===== src/rtl/ssomux_map.svh =====
/*
 * Register map, field positions, reset values and timing counts of the
 * servo status output mux.
 * Assumes a 40 MHz system clock and a 32-bit classic Wishbone register bus.
 */
// Overview of operation
// - Servo-ready goes low only after servo-on and finished preparation, else high.
// - Servo-ready also needs no active alarm and main power on.
// - Index-pulse output is low while the shaft sits at the encoder index.
// - Overtravel output is high while an enabled prohibit input is active, else low.
// - Limit-disable digit 1 equal 1 masks forward, digit 2 masks reverse prohibit.
// - With both prohibits disabled, overtravel output stays low permanently.
// - Excitation output is low while servo is enabled and windings energised.
// - In speed, torque, position modes, torque-limited is low when reference exceeds limit.
// - Torque-detection output is low once motor torque has exceeded the threshold for the set detection time.
// - Optional status functions appear only on a terminal pair selecting them.
// - Assignment digits 0, 1, 2 select functions of terminal pairs one, two, three.
// - Codes 0-9: in-pos (speed-match outside position mode), rotate, ready, tlim, brake, index, travel, excite, home, tdet.
// - Factory assignment routes servo-ready to the third terminal pair.
`ifndef SSOMUX_MAP_SVH
`define SSOMUX_MAP_SVH

// Byte offsets of the registers
`define SSOMUX_ADDR_LIMIT     8'h00
`define SSOMUX_ADDR_ASSIGN    8'h04
`define SSOMUX_ADDR_TQ_THR    8'h08
`define SSOMUX_ADDR_TQ_TIME   8'h0c
`define SSOMUX_ADDR_TQ_LIM    8'h10
`define SSOMUX_ADDR_CTRL      8'h14
`define SSOMUX_ADDR_STATUS    8'h18
`define SSOMUX_ADDR_IRQ_STAT  8'h1c
`define SSOMUX_ADDR_IRQ_MASK  8'h20

// Field positions
`define SSOMUX_DIGIT_W        4
`define SSOMUX_LIM_FWD_LSB    4
`define SSOMUX_LIM_REV_LSB    8
`define SSOMUX_DIGIT_ON       4'h1
`define SSOMUX_CTRL_RESTART   0
`define SSOMUX_STAT_TERM_LSB  16
`define SSOMUX_IRQ_READY_LOST 0
`define SSOMUX_IRQ_TRAV_IN    1
`define SSOMUX_IRQ_TLIM_ON    2
`define SSOMUX_IRQ_TDET_ON    3
`define SSOMUX_MAX_CODE       4'h9

// Reset values
`define SSOMUX_RST_LIMIT      16'h0000
`define SSOMUX_RST_ASSIGN     16'h0210
`define SSOMUX_RST_TQ_THR     16'h0064
`define SSOMUX_RST_TQ_TIME    16'h000a
`define SSOMUX_RST_TQ_LIM     16'h012c
`define SSOMUX_RST_IRQ_MASK   4'h0

// Timing: detection time unit is one millisecond
`define SSOMUX_CLK_KHZ        40000
`define SSOMUX_TICK_TIME_MS   1
`define SSOMUX_TICK_CYCLES    (`SSOMUX_TICK_TIME_MS * `SSOMUX_CLK_KHZ)

`endif


===== src/rtl/ssomux_pkg.sv =====
/*
 * Types of the servo status output mux: control modes,
 * pin and helper-signal bundles, torque detection states.
 * Assumes nothing beyond the map header.
 */
package ssomux_pkg;

    // Control mode reported by the drive
    typedef enum logic [1:0] {
        SSOMUX_MODE_SPEED    = 2'b00,
        SSOMUX_MODE_TORQUE   = 2'b01,
        SSOMUX_MODE_POSITION = 2'b10,
        SSOMUX_MODE_OTHER    = 2'b11
    } ssomux_mode_e;

    // Torque detection delay states
    typedef enum logic [1:0] {
        SSOMUX_TD_IDLE = 2'b00,
        SSOMUX_TD_WAIT = 2'b01,
        SSOMUX_TD_ON   = 2'b10
    } ssomux_td_e;

    // Conditions arriving on pins from outside the clock domain
    typedef struct packed {
        logic servo_on_cmd;
        logic prep_done;
        logic alarm_active;
        logic main_power_on;
        logic index_at_pos;
        logic windings_excited;
        logic fwd_prohibit_in;
        logic rev_prohibit_in;
    } ssomux_pins_s;

    // Conditions from drive logic on the same clock
    typedef struct packed {
        logic in_position;
        logic speed_match;
        logic rotating;
        logic brake_release;
        logic home_done;
    } ssomux_aux_s;

endpackage : ssomux_pkg


===== src/rtl/ssomux_top.sv =====
/*
 * Servo status output mux: builds the active-low status functions, routes
 * the selected ones to three output terminal pairs and offers the setting
 * registers, a live status view and interrupts over classic Wishbone.
 * Assumes pins are asynchronous levels, torque words and aux signals come
 * from logic on sys_clk, and a synchronous active-high reset.
 */
// Design decisions made here: register access over Wishbone and the register addresses.
`include "ssomux_map.svh"

module ssomux_top
    import ssomux_pkg::*;
#(
    parameter int TICK_CYCLES = `SSOMUX_TICK_CYCLES
) (
    input  wire logic         sys_clk,
    input  wire logic         sys_rst,
    input  wire logic         wb_cyc_i,
    input  wire logic         wb_stb_i,
    input  wire logic         wb_we_i,
    input  wire logic [7:0]   wb_adr_i,
    input  wire logic [3:0]   wb_sel_i,
    input  wire logic [31:0]  wb_dat_i,
    output logic      [31:0]  wb_dat_o,
    output logic              wb_ack_o,
    input  ssomux_pins_s      pins_in,
    input  ssomux_aux_s       aux_in,
    input  ssomux_mode_e      ctrl_mode,
    input  wire logic [15:0]  torque_ref,
    input  wire logic [15:0]  motor_torque,
    output logic      [2:0]   term_out_n,
    output logic              irq_o
);

    localparam int NFUNC = 10;
    localparam int NPAIR = 3;
    localparam int DW    = `SSOMUX_DIGIT_W;
    localparam int PW    = $clog2(TICK_CYCLES + 1);
    localparam logic [PW-1:0] TICK_LAST = PW'(TICK_CYCLES - 1);

    ////////////////////////////////////////////////////////////////////////////
    // Pin synchronisation

    ssomux_pins_s pins_s;

    ssomux_sync #(
        .W        ($bits(ssomux_pins_s))
    ) u_sync (
        .sys_clk  (sys_clk),
        .sys_rst  (sys_rst),
        .async_in (pins_in),
        .sync_out (pins_s)
    );

    ////////////////////////////////////////////////////////////////////////////
    // Register file state

    logic [15:0]      limit_ff;
    logic [15:0]      limit_eff_ff;
    logic [15:0]      assign_ff;
    logic [15:0]      tq_thr_ff;
    logic [15:0]      tq_time_ff;
    logic [15:0]      tq_lim_ff;
    logic [3:0]       irq_stat_ff;
    logic [3:0]       irq_mask_ff;
    logic             ack_ff;
    logic [31:0]      dat_ff;
    logic [15:0]      nxt_limit;
    logic [15:0]      nxt_limit_eff;
    logic [15:0]      nxt_assign;
    logic [15:0]      nxt_tq_thr;
    logic [15:0]      nxt_tq_time;
    logic [15:0]      nxt_tq_lim;
    logic [3:0]       nxt_irq_stat;
    logic [3:0]       nxt_irq_mask;
    logic             nxt_ack;
    logic [31:0]      nxt_dat;

    // Status function state
    logic [NFUNC-1:0] func_ff;
    logic [NFUNC-1:0] nxt_func;
    logic [NPAIR-1:0] term_n_ff;
    logic [NPAIR-1:0] nxt_term_n;
    logic [3:0]       events;

    // Torque detection delay state
    ssomux_td_e       td_state_ff;
    ssomux_td_e       nxt_td_state;
    logic [PW-1:0]    presc_ff;
    logic [PW-1:0]    nxt_presc;
    logic [15:0]      elapsed_ff;
    logic [15:0]      nxt_elapsed;

    ////////////////////////////////////////////////////////////////////////////
    // Bus helpers

    // Byte-lane merge of a 16-bit register
    function automatic logic [15:0] merge16(input logic [15:0] old,
                                            input logic [31:0] dat,
                                            input logic [3:0]  sel);
        logic [15:0] res;
        res = old;
        if (sel[0]) begin
            res[7:0] = dat[7:0];
        end
        if (sel[1]) begin
            res[15:8] = dat[15:8];
        end
        return res;
    endfunction

    logic bus_req;
    logic bus_wr;

    // A request is taken once; ack follows one cycle later
    assign bus_req = wb_cyc_i & wb_stb_i & ~ack_ff;
    assign bus_wr  = bus_req & wb_we_i;

    ////////////////////////////////////////////////////////////////////////////
    // Status function evaluation

    logic fwd_active;
    logic rev_active;
    logic torque_over;
    logic mode_ok;

    always_comb begin
        // Prohibit inputs masked by the applied limit-disable digits
        fwd_active  = pins_s.fwd_prohibit_in &
                      (limit_eff_ff[`SSOMUX_LIM_FWD_LSB +: DW] != `SSOMUX_DIGIT_ON);
        rev_active  = pins_s.rev_prohibit_in &
                      (limit_eff_ff[`SSOMUX_LIM_REV_LSB +: DW] != `SSOMUX_DIGIT_ON);
        mode_ok     = (ctrl_mode != SSOMUX_MODE_OTHER);
        torque_over = (motor_torque > tq_thr_ff);
        nxt_func    = '0;
        // Function bits are ON-high, indexed by selection code
        nxt_func[0] = (ctrl_mode == SSOMUX_MODE_POSITION) ? aux_in.in_position : aux_in.speed_match;
        nxt_func[1] = aux_in.rotating;
        nxt_func[2] = pins_s.servo_on_cmd & pins_s.prep_done &
                      ~pins_s.alarm_active & pins_s.main_power_on;
        nxt_func[3] = mode_ok & (torque_ref > tq_lim_ff);
        nxt_func[4] = aux_in.brake_release;
        nxt_func[5] = pins_s.index_at_pos;
        nxt_func[6] = ~(fwd_active | rev_active);
        nxt_func[7] = pins_s.servo_on_cmd & pins_s.windings_excited;
        nxt_func[8] = aux_in.home_done;
        nxt_func[9] = (nxt_td_state == SSOMUX_TD_ON);
    end

    // Torque detection: ON only after the level persists for the set time
    always_comb begin
        nxt_td_state = td_state_ff;
        nxt_presc    = presc_ff;
        nxt_elapsed  = elapsed_ff;
        case (td_state_ff)
            SSOMUX_TD_IDLE: begin
                nxt_presc   = '0;
                nxt_elapsed = '0;
                if (torque_over) begin
                    nxt_td_state = (tq_time_ff == 16'h0000) ? SSOMUX_TD_ON : SSOMUX_TD_WAIT;
                end
            end
            SSOMUX_TD_WAIT: begin
                if (!torque_over) begin
                    nxt_td_state = SSOMUX_TD_IDLE;
                end else if (presc_ff == TICK_LAST) begin
                    nxt_presc   = '0;
                    nxt_elapsed = elapsed_ff + 16'h0001;
                    if (nxt_elapsed >= tq_time_ff) begin
                        nxt_td_state = SSOMUX_TD_ON;
                    end
                end else begin
                    nxt_presc = presc_ff + PW'(1);
                end
            end
            SSOMUX_TD_ON: begin
                if (!torque_over) begin
                    nxt_td_state = SSOMUX_TD_IDLE;
                end
            end
            default: begin
                nxt_td_state = SSOMUX_TD_IDLE;
            end
        endcase
    end

    // Register the torque detection state
    always_ff @(posedge sys_clk) begin
        if (sys_rst) begin
            td_state_ff <= SSOMUX_TD_IDLE;
            presc_ff    <= '0;
            elapsed_ff  <= '0;
        end else begin
            td_state_ff <= nxt_td_state;
            presc_ff    <= nxt_presc;
            elapsed_ff  <= nxt_elapsed;
        end
    end

    ////////////////////////////////////////////////////////////////////////////
    // Terminal routing, one selector per pair

    generate
        for (genvar p = 0; p < NPAIR; p++) begin : g_pair
            logic [DW-1:0] code;
            assign code = assign_ff[p*DW +: DW];
            // Active-low terminal, OFF for codes out of range
            assign nxt_term_n[p] = (code <= `SSOMUX_MAX_CODE) ?
                                   ~nxt_func[code] : 1'b1;
        end
    endgenerate

    // Events for the interrupt status
    always_comb begin
        events = '0;
        events[`SSOMUX_IRQ_READY_LOST] = func_ff[2] & ~nxt_func[2];
        events[`SSOMUX_IRQ_TRAV_IN]    = func_ff[6] & ~nxt_func[6];
        events[`SSOMUX_IRQ_TLIM_ON]    = ~func_ff[3] & nxt_func[3];
        events[`SSOMUX_IRQ_TDET_ON]    = ~func_ff[9] & nxt_func[9];
    end

    // Register functions and terminals on the drive clock
    always_ff @(posedge sys_clk) begin
        if (sys_rst) begin
            func_ff   <= '0;
            term_n_ff <= '1;
        end else begin
            func_ff   <= nxt_func;
            term_n_ff <= nxt_term_n;
        end
    end

    ////////////////////////////////////////////////////////////////////////////
    // Register writes, reads and interrupt status

    always_comb begin
        nxt_limit     = limit_ff;
        nxt_limit_eff = limit_eff_ff;
        nxt_assign    = assign_ff;
        nxt_tq_thr    = tq_thr_ff;
        nxt_tq_time   = tq_time_ff;
        nxt_tq_lim    = tq_lim_ff;
        nxt_irq_mask  = irq_mask_ff;
        nxt_irq_stat  = irq_stat_ff;
        nxt_ack       = bus_req;
        nxt_dat       = dat_ff;
        if (bus_wr) begin
            case (wb_adr_i)
                `SSOMUX_ADDR_LIMIT:    nxt_limit   = merge16(limit_ff, wb_dat_i, wb_sel_i);
                `SSOMUX_ADDR_ASSIGN:   nxt_assign  = merge16(assign_ff, wb_dat_i, wb_sel_i);
                `SSOMUX_ADDR_TQ_THR:   nxt_tq_thr  = merge16(tq_thr_ff, wb_dat_i, wb_sel_i);
                `SSOMUX_ADDR_TQ_TIME:  nxt_tq_time = merge16(tq_time_ff, wb_dat_i, wb_sel_i);
                `SSOMUX_ADDR_TQ_LIM:   nxt_tq_lim  = merge16(tq_lim_ff, wb_dat_i, wb_sel_i);
                `SSOMUX_ADDR_CTRL: begin
                    // Restart applies the stored limit-disable setting
                    if (wb_sel_i[0] && wb_dat_i[`SSOMUX_CTRL_RESTART]) begin
                        nxt_limit_eff = limit_ff;
                    end
                end
                `SSOMUX_ADDR_IRQ_STAT: begin
                    if (wb_sel_i[0]) begin
                        nxt_irq_stat = irq_stat_ff & ~wb_dat_i[3:0];
                    end
                end
                `SSOMUX_ADDR_IRQ_MASK: begin
                    if (wb_sel_i[0]) begin
                        nxt_irq_mask = wb_dat_i[3:0];
                    end
                end
                default: begin
                end
            endcase
        end
        // Set wins over a clear in the same cycle
        nxt_irq_stat = nxt_irq_stat | events;
        if (bus_req && !wb_we_i) begin
            case (wb_adr_i)
                `SSOMUX_ADDR_LIMIT:    nxt_dat = {16'h0000, limit_ff};
                `SSOMUX_ADDR_ASSIGN:   nxt_dat = {16'h0000, assign_ff};
                `SSOMUX_ADDR_TQ_THR:   nxt_dat = {16'h0000, tq_thr_ff};
                `SSOMUX_ADDR_TQ_TIME:  nxt_dat = {16'h0000, tq_time_ff};
                `SSOMUX_ADDR_TQ_LIM:   nxt_dat = {16'h0000, tq_lim_ff};
                `SSOMUX_ADDR_CTRL:     nxt_dat = {16'h0000, limit_eff_ff};
                `SSOMUX_ADDR_STATUS:   nxt_dat = {13'h0000, term_n_ff, 6'h00, func_ff};
                `SSOMUX_ADDR_IRQ_STAT: nxt_dat = {28'h0000000, irq_stat_ff};
                `SSOMUX_ADDR_IRQ_MASK: nxt_dat = {28'h0000000, irq_mask_ff};
                default:               nxt_dat = 32'h00000000;
            endcase
        end
    end

    // Register file flip-flops
    always_ff @(posedge sys_clk) begin
        if (sys_rst) begin
            limit_ff     <= `SSOMUX_RST_LIMIT;
            limit_eff_ff <= `SSOMUX_RST_LIMIT;
            assign_ff    <= `SSOMUX_RST_ASSIGN;
            tq_thr_ff    <= `SSOMUX_RST_TQ_THR;
            tq_time_ff   <= `SSOMUX_RST_TQ_TIME;
            tq_lim_ff    <= `SSOMUX_RST_TQ_LIM;
            irq_stat_ff  <= '0;
            irq_mask_ff  <= `SSOMUX_RST_IRQ_MASK;
            ack_ff       <= 1'b0;
            dat_ff       <= 32'h00000000;
        end else begin
            limit_ff     <= nxt_limit;
            limit_eff_ff <= nxt_limit_eff;
            assign_ff    <= nxt_assign;
            tq_thr_ff    <= nxt_tq_thr;
            tq_time_ff   <= nxt_tq_time;
            tq_lim_ff    <= nxt_tq_lim;
            irq_stat_ff  <= nxt_irq_stat;
            irq_mask_ff  <= nxt_irq_mask;
            ack_ff       <= nxt_ack;
            dat_ff       <= nxt_dat;
        end
    end

    ////////////////////////////////////////////////////////////////////////////
    // Outputs

    assign wb_ack_o   = ack_ff;
    assign wb_dat_o   = dat_ff;
    assign term_out_n = term_n_ff;   // Active-low status terminals
    assign irq_o      = |(irq_stat_ff & irq_mask_ff);

endmodule // ssomux_top


===== src/rtl/ssomux_sync.sv =====
/*
 * Two flip-flop synchroniser for a vector of independent levels.
 * Assumes each bit is an unrelated level; not for multi-bit words.
 */
module ssomux_sync
    import ssomux_pkg::*;
#(
    parameter int W = 8
) (
    input  wire logic         sys_clk,
    input  wire logic         sys_rst,
    input  wire logic [W-1:0] async_in,
    output logic      [W-1:0] sync_out
);

    logic [W-1:0] meta_ff;
    logic [W-1:0] stage_ff;
    logic [W-1:0] nxt_meta;
    logic [W-1:0] nxt_stage;

    // First stage feeds only the second
    always_comb begin
        nxt_meta  = async_in;
        nxt_stage = meta_ff;
    end

    // Register both stages
    always_ff @(posedge sys_clk) begin
        if (sys_rst) begin
            meta_ff  <= '0;
            stage_ff <= '0;
        end else begin
            meta_ff  <= nxt_meta;
            stage_ff <= nxt_stage;
        end
    end

    assign sync_out = stage_ff;

endmodule // ssomux_sync


===== config.mk =====
export PLATFORM = sky130hd
export DESIGN_NAME = ssomux_top
export DESIGN_NICKNAME = d
export VERILOG_FILES = /design/src/rtl/ssomux_pkg.sv /design/src/rtl/ssomux_top.sv /design/src/rtl/ssomux_sync.sv
export VERILOG_INCLUDE_DIRS = /design/src /design/src/rtl
export SDC_FILE = /design/constraint.sdc
export NUM_CORES = 1
export LEC_CHECK = 0
export ABC_AREA = 1
export BUFFER_PORTS_ARGS = -buffer_cell sky130_fd_sc_hd__buf_2
export CAP_MARGIN = 20
export CORE_ASPECT_RATIO = 0.75
export CORE_MARGIN = 5
export CORE_UTILIZATION = 45
export CTS_BUF_LIST = sky130_fd_sc_hd__clkbuf_8
export DETAILED_ROUTE_END_ITERATION = 8
export GPL_ROUTABILITY_DRIVEN = 0
export MAX_ROUTING_LAYER = met4
export PLACE_DENSITY_LB_ADDON = 0.25
export SLEW_MARGIN = 10
export SYNTH_ARGS = -nofsm -noshare
export SYNTH_HDL_FRONTEND = slang
export SYNTH_HIERARCHICAL = 1
export SYNTH_SLANG_ARGS = --single-unit

===== constraint.sdc =====
create_clock -name sys_clk -period 6.1 [get_ports sys_clk]
set_input_delay 0.305 -clock sys_clk [delete_from_list [all_inputs] [get_ports sys_clk]]
set_output_delay 0.305 -clock sys_clk [all_outputs]
set_load 0.05 [all_outputs]

**Yosys cells after proc, flatten, opt, wreduce, memory -nomap -nowiden**

Cells that the tools add are included.

- Register bits after elaboration: 200
- Input port bits: 96
- Logic and storage cells: 133

- Add/subtract/negate cells: 2
- Order comparisons: 9
- Eq/ne operators: 18
- Multiplexer cells: 24
- Bitwise gates (word level): 31
- Reductions and logical operators: 25

Operators by type and width:

| operator | count |
|---|---|
| $pmux W19 S9 | 1 |
| $mux W16 | 4 |
| $pmux W16 S2 | 2 |
| $reduce_and A3 Y1 | 13 |
| $add A16 B1 Y16 const B | 2 |
| $eq A8 B5 Y1 const B | 4 |
| $gt A16 B16 Y1 | 2 |
| $eq A16 B16 Y1 const B | 1 |
| $eq A8 B4 Y1 const B | 2 |
| $ge A16 B16 Y1 | 1 |
| $logic_not A16 Y1 | 1 |
| $lt A4 B5 Y1 const B | 3 |
| $and A1 B1 Y1 | 14 |
| $bmux W1 S4 | 3 |
| $le A4 B4 Y1 const B | 3 |
| $mux W2 | 6 |
| $mux W4 | 3 |
| $not A1 Y1 | 12 |
| $and A4 B4 Y4 | 2 |
| $eq A8 B3 Y1 const B | 1 |
| $eq A8 B6 Y1 const B | 1 |
| $logic_not A8 Y1 | 1 |
| $ne A4 B1 Y1 const B | 2 |
| $eq A2 B2 Y1 const B | 3 |
| 14 further kinds | 22 |

**Longest topological paths before layout**

- Word-level depth: 10
- Gate-level depth with buffers: 22
- Depth with buffers taken out: 22

**Cells and area by module**

The synthesis kept the hierarchy.

Modules (own cells, without submodules):

| module | times used | cells each | area each (um^2) |
|---|---|---|---|
| ssomux_top | 1 | 1,327 | 9,342.7 |
| ssomux_sync | 1 | 50 | 474.2 |

**Worst setup path after synthesis**

Ideal clock, no wire load.

- Path kind: register to register
- Start point: reg elapsed_ff[0]
- End point: reg irq_stat_ff[3]
- Arrival time: 2.267 ns
- Data required time: 5.975 ns
- Setup slack: 3.708 ns
- Cell stages (with the launch flop): 20
- Path buffers: 0
- Clock period less this slack: 2.392 ns
- Cells stage by stage: dfxtp_1 > ha_1 > nand2_1 > nor2_2 > nand3_1 > nor2_2 > nand2_1 > nor3_2 > xor2_1 > ha_1 > nand2_1 > o21ai_0 > a21oi_1 > nand2_1 > nand3_1 > nand2_1 > nand2_1 > nor2_1 > nand2_1 > nand2_1

- Longest elaborated chain between the ends: 9

Ends and longest elaborated chain:

| what | RTL line | source |
|---|---|---|
| from (decl) | ssomux_top.sv:91 | `logic [15:0] elapsed_ff;` |
| from (signal assigned) | ssomux_top.sv:196 | `elapsed_ff <= nxt_elapsed;` |
| $add A16 B1 Y16 | ssomux_top.sv:168 | `nxt_elapsed = elapsed_ff + 16'h0001;` |
| $ge A16 B16 Y1 | ssomux_top.sv:169 | `if (nxt_elapsed >= tq_time_ff) begin` |
| $mux W2 | ssomux_top.sv:169 |  |
| $mux W2 | ssomux_top.sv:166 | `end else if (presc_ff == TICK_LAST) begin` |
| $mux W2 | ssomux_top.sv:164 | `if (!torque_over) begin` |
| $pmux W2 S3 | ssomux_top.sv:155 | `case (td_state_ff)` |
| $eq A2 B2 Y1 | ssomux_top.sv:147 | `nxt_func[9] = (nxt_td_state == SSOMUX_TD_ON);` |
| $and A1 B1 Y1 | ssomux_top.sv:219 | `` events[`SSOMUX_IRQ_TDET_ON] = ~func_ff[9] & nxt_func[9]; `` |
| $or A4 B4 Y4 | ssomux_top.sv:275 | `nxt_irq_stat = nxt_irq_stat \| events;` |
| to (signal assigned) | ssomux_top.sv:312 | `irq_stat_ff <= nxt_irq_stat;` |
| to (decl) | ssomux_top.sv:64 | `logic [3:0] irq_stat_ff;` |

Every way passes these cells.
A chain may end at the register's enable or synchronous reset.

**Worst setup path after layout**

Same ends and word-level chain as after synthesis.

==> impl_metrics.csv <==
group,metric,value,unit
status,outcome,"finished, final reports clean",
final_layout,drive_above_1_share,0.130,
yosys,synth_edf_count,0,
critical_path,crit_fanout,5,
clocking,cts.sinks,187,
critical_path,crit_required,6.47,ns
timing,max_freq,323,MHz
timing,worst_pin_slew,1.03,ns
yosys,synth_seq_area_share,0.381,
yosys,syn_avg_cell_area,7.13,um2
timing,timing.hold.ws,0.0287,ns
critical_path,endpoint_kind,"flop",
timing,fin_crit_sh,0.508,
final_layout,nFillCells,2139,
critical_path,arrival,3.47,ns
critical_path,start_kind,"flop",
final_layout,final_nets,1596,
detailed_routing,postRouteAntennaNets,0,
timing,tns,0,ns
clocking,htree_levels,4,
timing,rsz0062_at_grt,"false",
final_layout,syn2layout_area_growth,10.4,%
clocking,cts-resized-gates,0,
clocking,clockRootBuffer,"clkbuf_8",
floorplanning,start_util,0.461,
critical_path,worstSetupPathType,"reg2reg",
floorplanning,die_area,24900,um2
floorplanning,die_x,181,um
power,leakage,4.80,nW
detailed_routing,drtIter0Drc,825,
place,port_buffers,101,
yosys,synthCells,1377,
yosys,async_flop_share,0,
yosys,yosysWarnings,6,
detailed_routing,drt_wl_total,27500,um
clocking,cts_buffer_depth,2,
final_layout,utilization,0.509,
timing,period_needed,3.10,ns
detailed_routing,post_drt_wl_per_cell,15.7,um
global_routing,grt_pass1_wl,43800,um
floorplanning,die_height,138,um
timing,finClkSkew,0.0209,ns
floorplanning,rows,46,
global_routing,grt-ovfl-total,0,
final_layout,final_cell_area,10800,um2
floorplanning,fp.coreArea,21300,um2
yosys,synth_area,9820,um2
timing,drv_slew,0,
timing,finalSetupViolations,0,
timing,hold_viol_final,0,
detailed_routing,drcViolationCount,0,
yosys,ys.flop_type,"dfxtp_1",
yosys,ys_seq_elements,187,
timing,slew_headroom,0.313,
global_routing,grt_usage,0.225,
yosys,synthDistinctLibCells,46,
clocking,path_clk_slew,0.12,ns
floorplanning,ios,133,
job,maxCapViolCount,0,
hold_path,hp-class,"in2reg",
detailed_routing,dr_total_vias,9172,
global_routing,antenna_found_initial,1,
clocking,clk_latency,0.48,ns
clocking,cts_inserted_buffers,17,
detailed_routing,viasPerCell,5.24,
clocking,cts_tree,"built",
global_routing,grt_max_degree,107,
final_layout,multi_input_area,5040,um2
place,dp_hpwl,20500,um
power,power.density,210,nW/um2
power,peakVddDrop,0.149,mV
global_routing,grt_pass1_vias,8426,
place,placed_area,10400,um2
final_layout,ff_latch_area,3740,um2
detailed_routing,firstDrtPassIters,6,
-- cell usage in the layout (no fill, tap or decap), types with 14 or more instances in the layout --
cell and instances:
a21oi_1 152, buf_2 101, clkbuf_8 17, dfxtp_1 187
ha_1 50, inv_1 182, nand2_1 272, nand3_1 61
nand4_1 16, nor2_1 116, nor2_2 15, o211ai_1 14
o21ai_0 118, o22ai_1 28, xor2_1 15
-- sequential cells by signal, summed over array words and instances, names as in the netlist, 2 cells and up --
register	count
irq_stat_ff	4
tq_thr_ff	16
assign_ff	16
u_sync/sync_out	8
wb_dat_o	19
elapsed_ff	16
func_ff	10
u_sync/meta_ff	8
tq_time_ff	16
td_state_ff	2
term_out_n	3
irq_mask_ff	4
limit_ff	16
tq_lim_ff	16
limit_eff_ff	16
presc_ff	16
-- power by group --
group	internal, W	total (W)	switching [W]
combinational	0.0000499	0.000176	0.000126
clock	0.000319	0.000856	0.000537
sequential	0.00123	0.00124	0.00000659
total	0.00160	0.00227	0.000670
-- timing repair --
action,CTS,global route
buffers inserted,0,0
hold buffers,1,1
endpoints found under the hold margin,1,1
-- routing by layer --
metal | wire [um] | vias to the layer above | GRT usage
li1 | - | 4635 | -
met1 | 13600 | 4179 | 0.326
met2 | 11300 | 326 | 0.327
met3 | 2150 | 32 | 0.0435
met4 | 454 | 0 | 0.0487
met5 | 0 | - | -
-- through the flow --
step / setup slack, ns / power, W / std cells
2_1_floorplan: 3.71 / 0.00138 / 1389
3_3_place_gp: 3.12 / 0.00144 / 1717
3_5_place_dp: 3.06 / 0.00144 / 1717
4_1_cts: 2.97 / 0.00229 / 1750
5_1_grt: 2.71 / 0.00236 / 1752
6_report: 3.00 / 0.00227 / 1752
-- cells in the mapped netlist, types with 4 or more instances --
library cell	instances	area, um2
nor2_4	9	101
xor2_1	15	131
nor3_1	13	65.1
o31ai_1	7	52.6
inv_1	182	683
xnor2_1	5	43.8
nand4_1	16	100
o22ai_1	28	175
nor4_1	5	31.3
ha_1	50	626
nor2_2	15	93.8
nor2_1	116	435
buf_2	21	105
dfxtp_1	187	3740
nand3_1	61	305
o211ai_1	14	105
nand2_2	7	43.8
nand2_1	272	1020
inv_2	6	22.5
buf_1	4	15.0
o21ai_0	118	591
o21ai_1	4	20.0
clkbuf_1	19	71.3
a21oi_1	152	761
buf_4	17	128
-- final timing paths --
check        slack [ns]                  to  depth (start not counted)         startpoint
min reg2reg        0.41  u_sync/sync_out[6]                          2  u_sync/meta_ff[6]
min                0.03   u_sync/meta_ff[4]                          3         pins_in[4]
max                3.00      irq_stat_ff[3]                         19      elapsed_ff[0]
max reg2reg        3.00      irq_stat_ff[3]                         19      elapsed_ff[0]
-- critical path: stages (launching register included) --
cell and delay [ns]:
dfxtp_1 0.40, ha_1 0.21, nand2_1 0.08, nor2_2 0.14, nand3_1 0.14, nor2_2 0.18
nand2_1 0.12, nor3_2 0.15, xor2_1 0.26, ha_1 0.29, nand2_1 0.06, o21ai_0 0.08
a21oi_1 0.15, nand2_1 0.09, nand3_1 0.07, nand2_1 0.05, nand2_1 0.21, nor2_1 0.10
nand2_1 0.16, nand2_1 0.06
-- logic make-up (layout without fill, tap and decap cells) --
| kind of cell | Yosys count | after routing | synth area share |
|---|---|---|---|
| AND/OR/NAND/NOR | 531 | 531 | 0.244 |
| AO/OA/AOI/OAI | 333 | 333 | 0.183 |
| buffers and inverters | 255 | 329 | 0.110 |
| flip-flops | 187 | 187 | 0.381 |
| adder cells (fa/ha/maj) | 50 | 50 | 0.0637 |
| XOR/XNOR | 20 | 20 | 0.0178 |
| other | 1 | 14 | 0.000382 |
-- final cells by class --
cell class / instances / area share
Antenna cell: 1 / 0.000231
Clock buffer: 17 / 0.0216
Clock inverter: 15 / 0.0174
Inverter: 190 / 0.0658
Multi-Input combinational cell: 947 / 0.465
Sequential cell: 187 / 0.345
Tap cell: 288 / 0.0333
Timing Repair Buffer: 107 / 0.0513
Power figures use the tool's default switching activity.
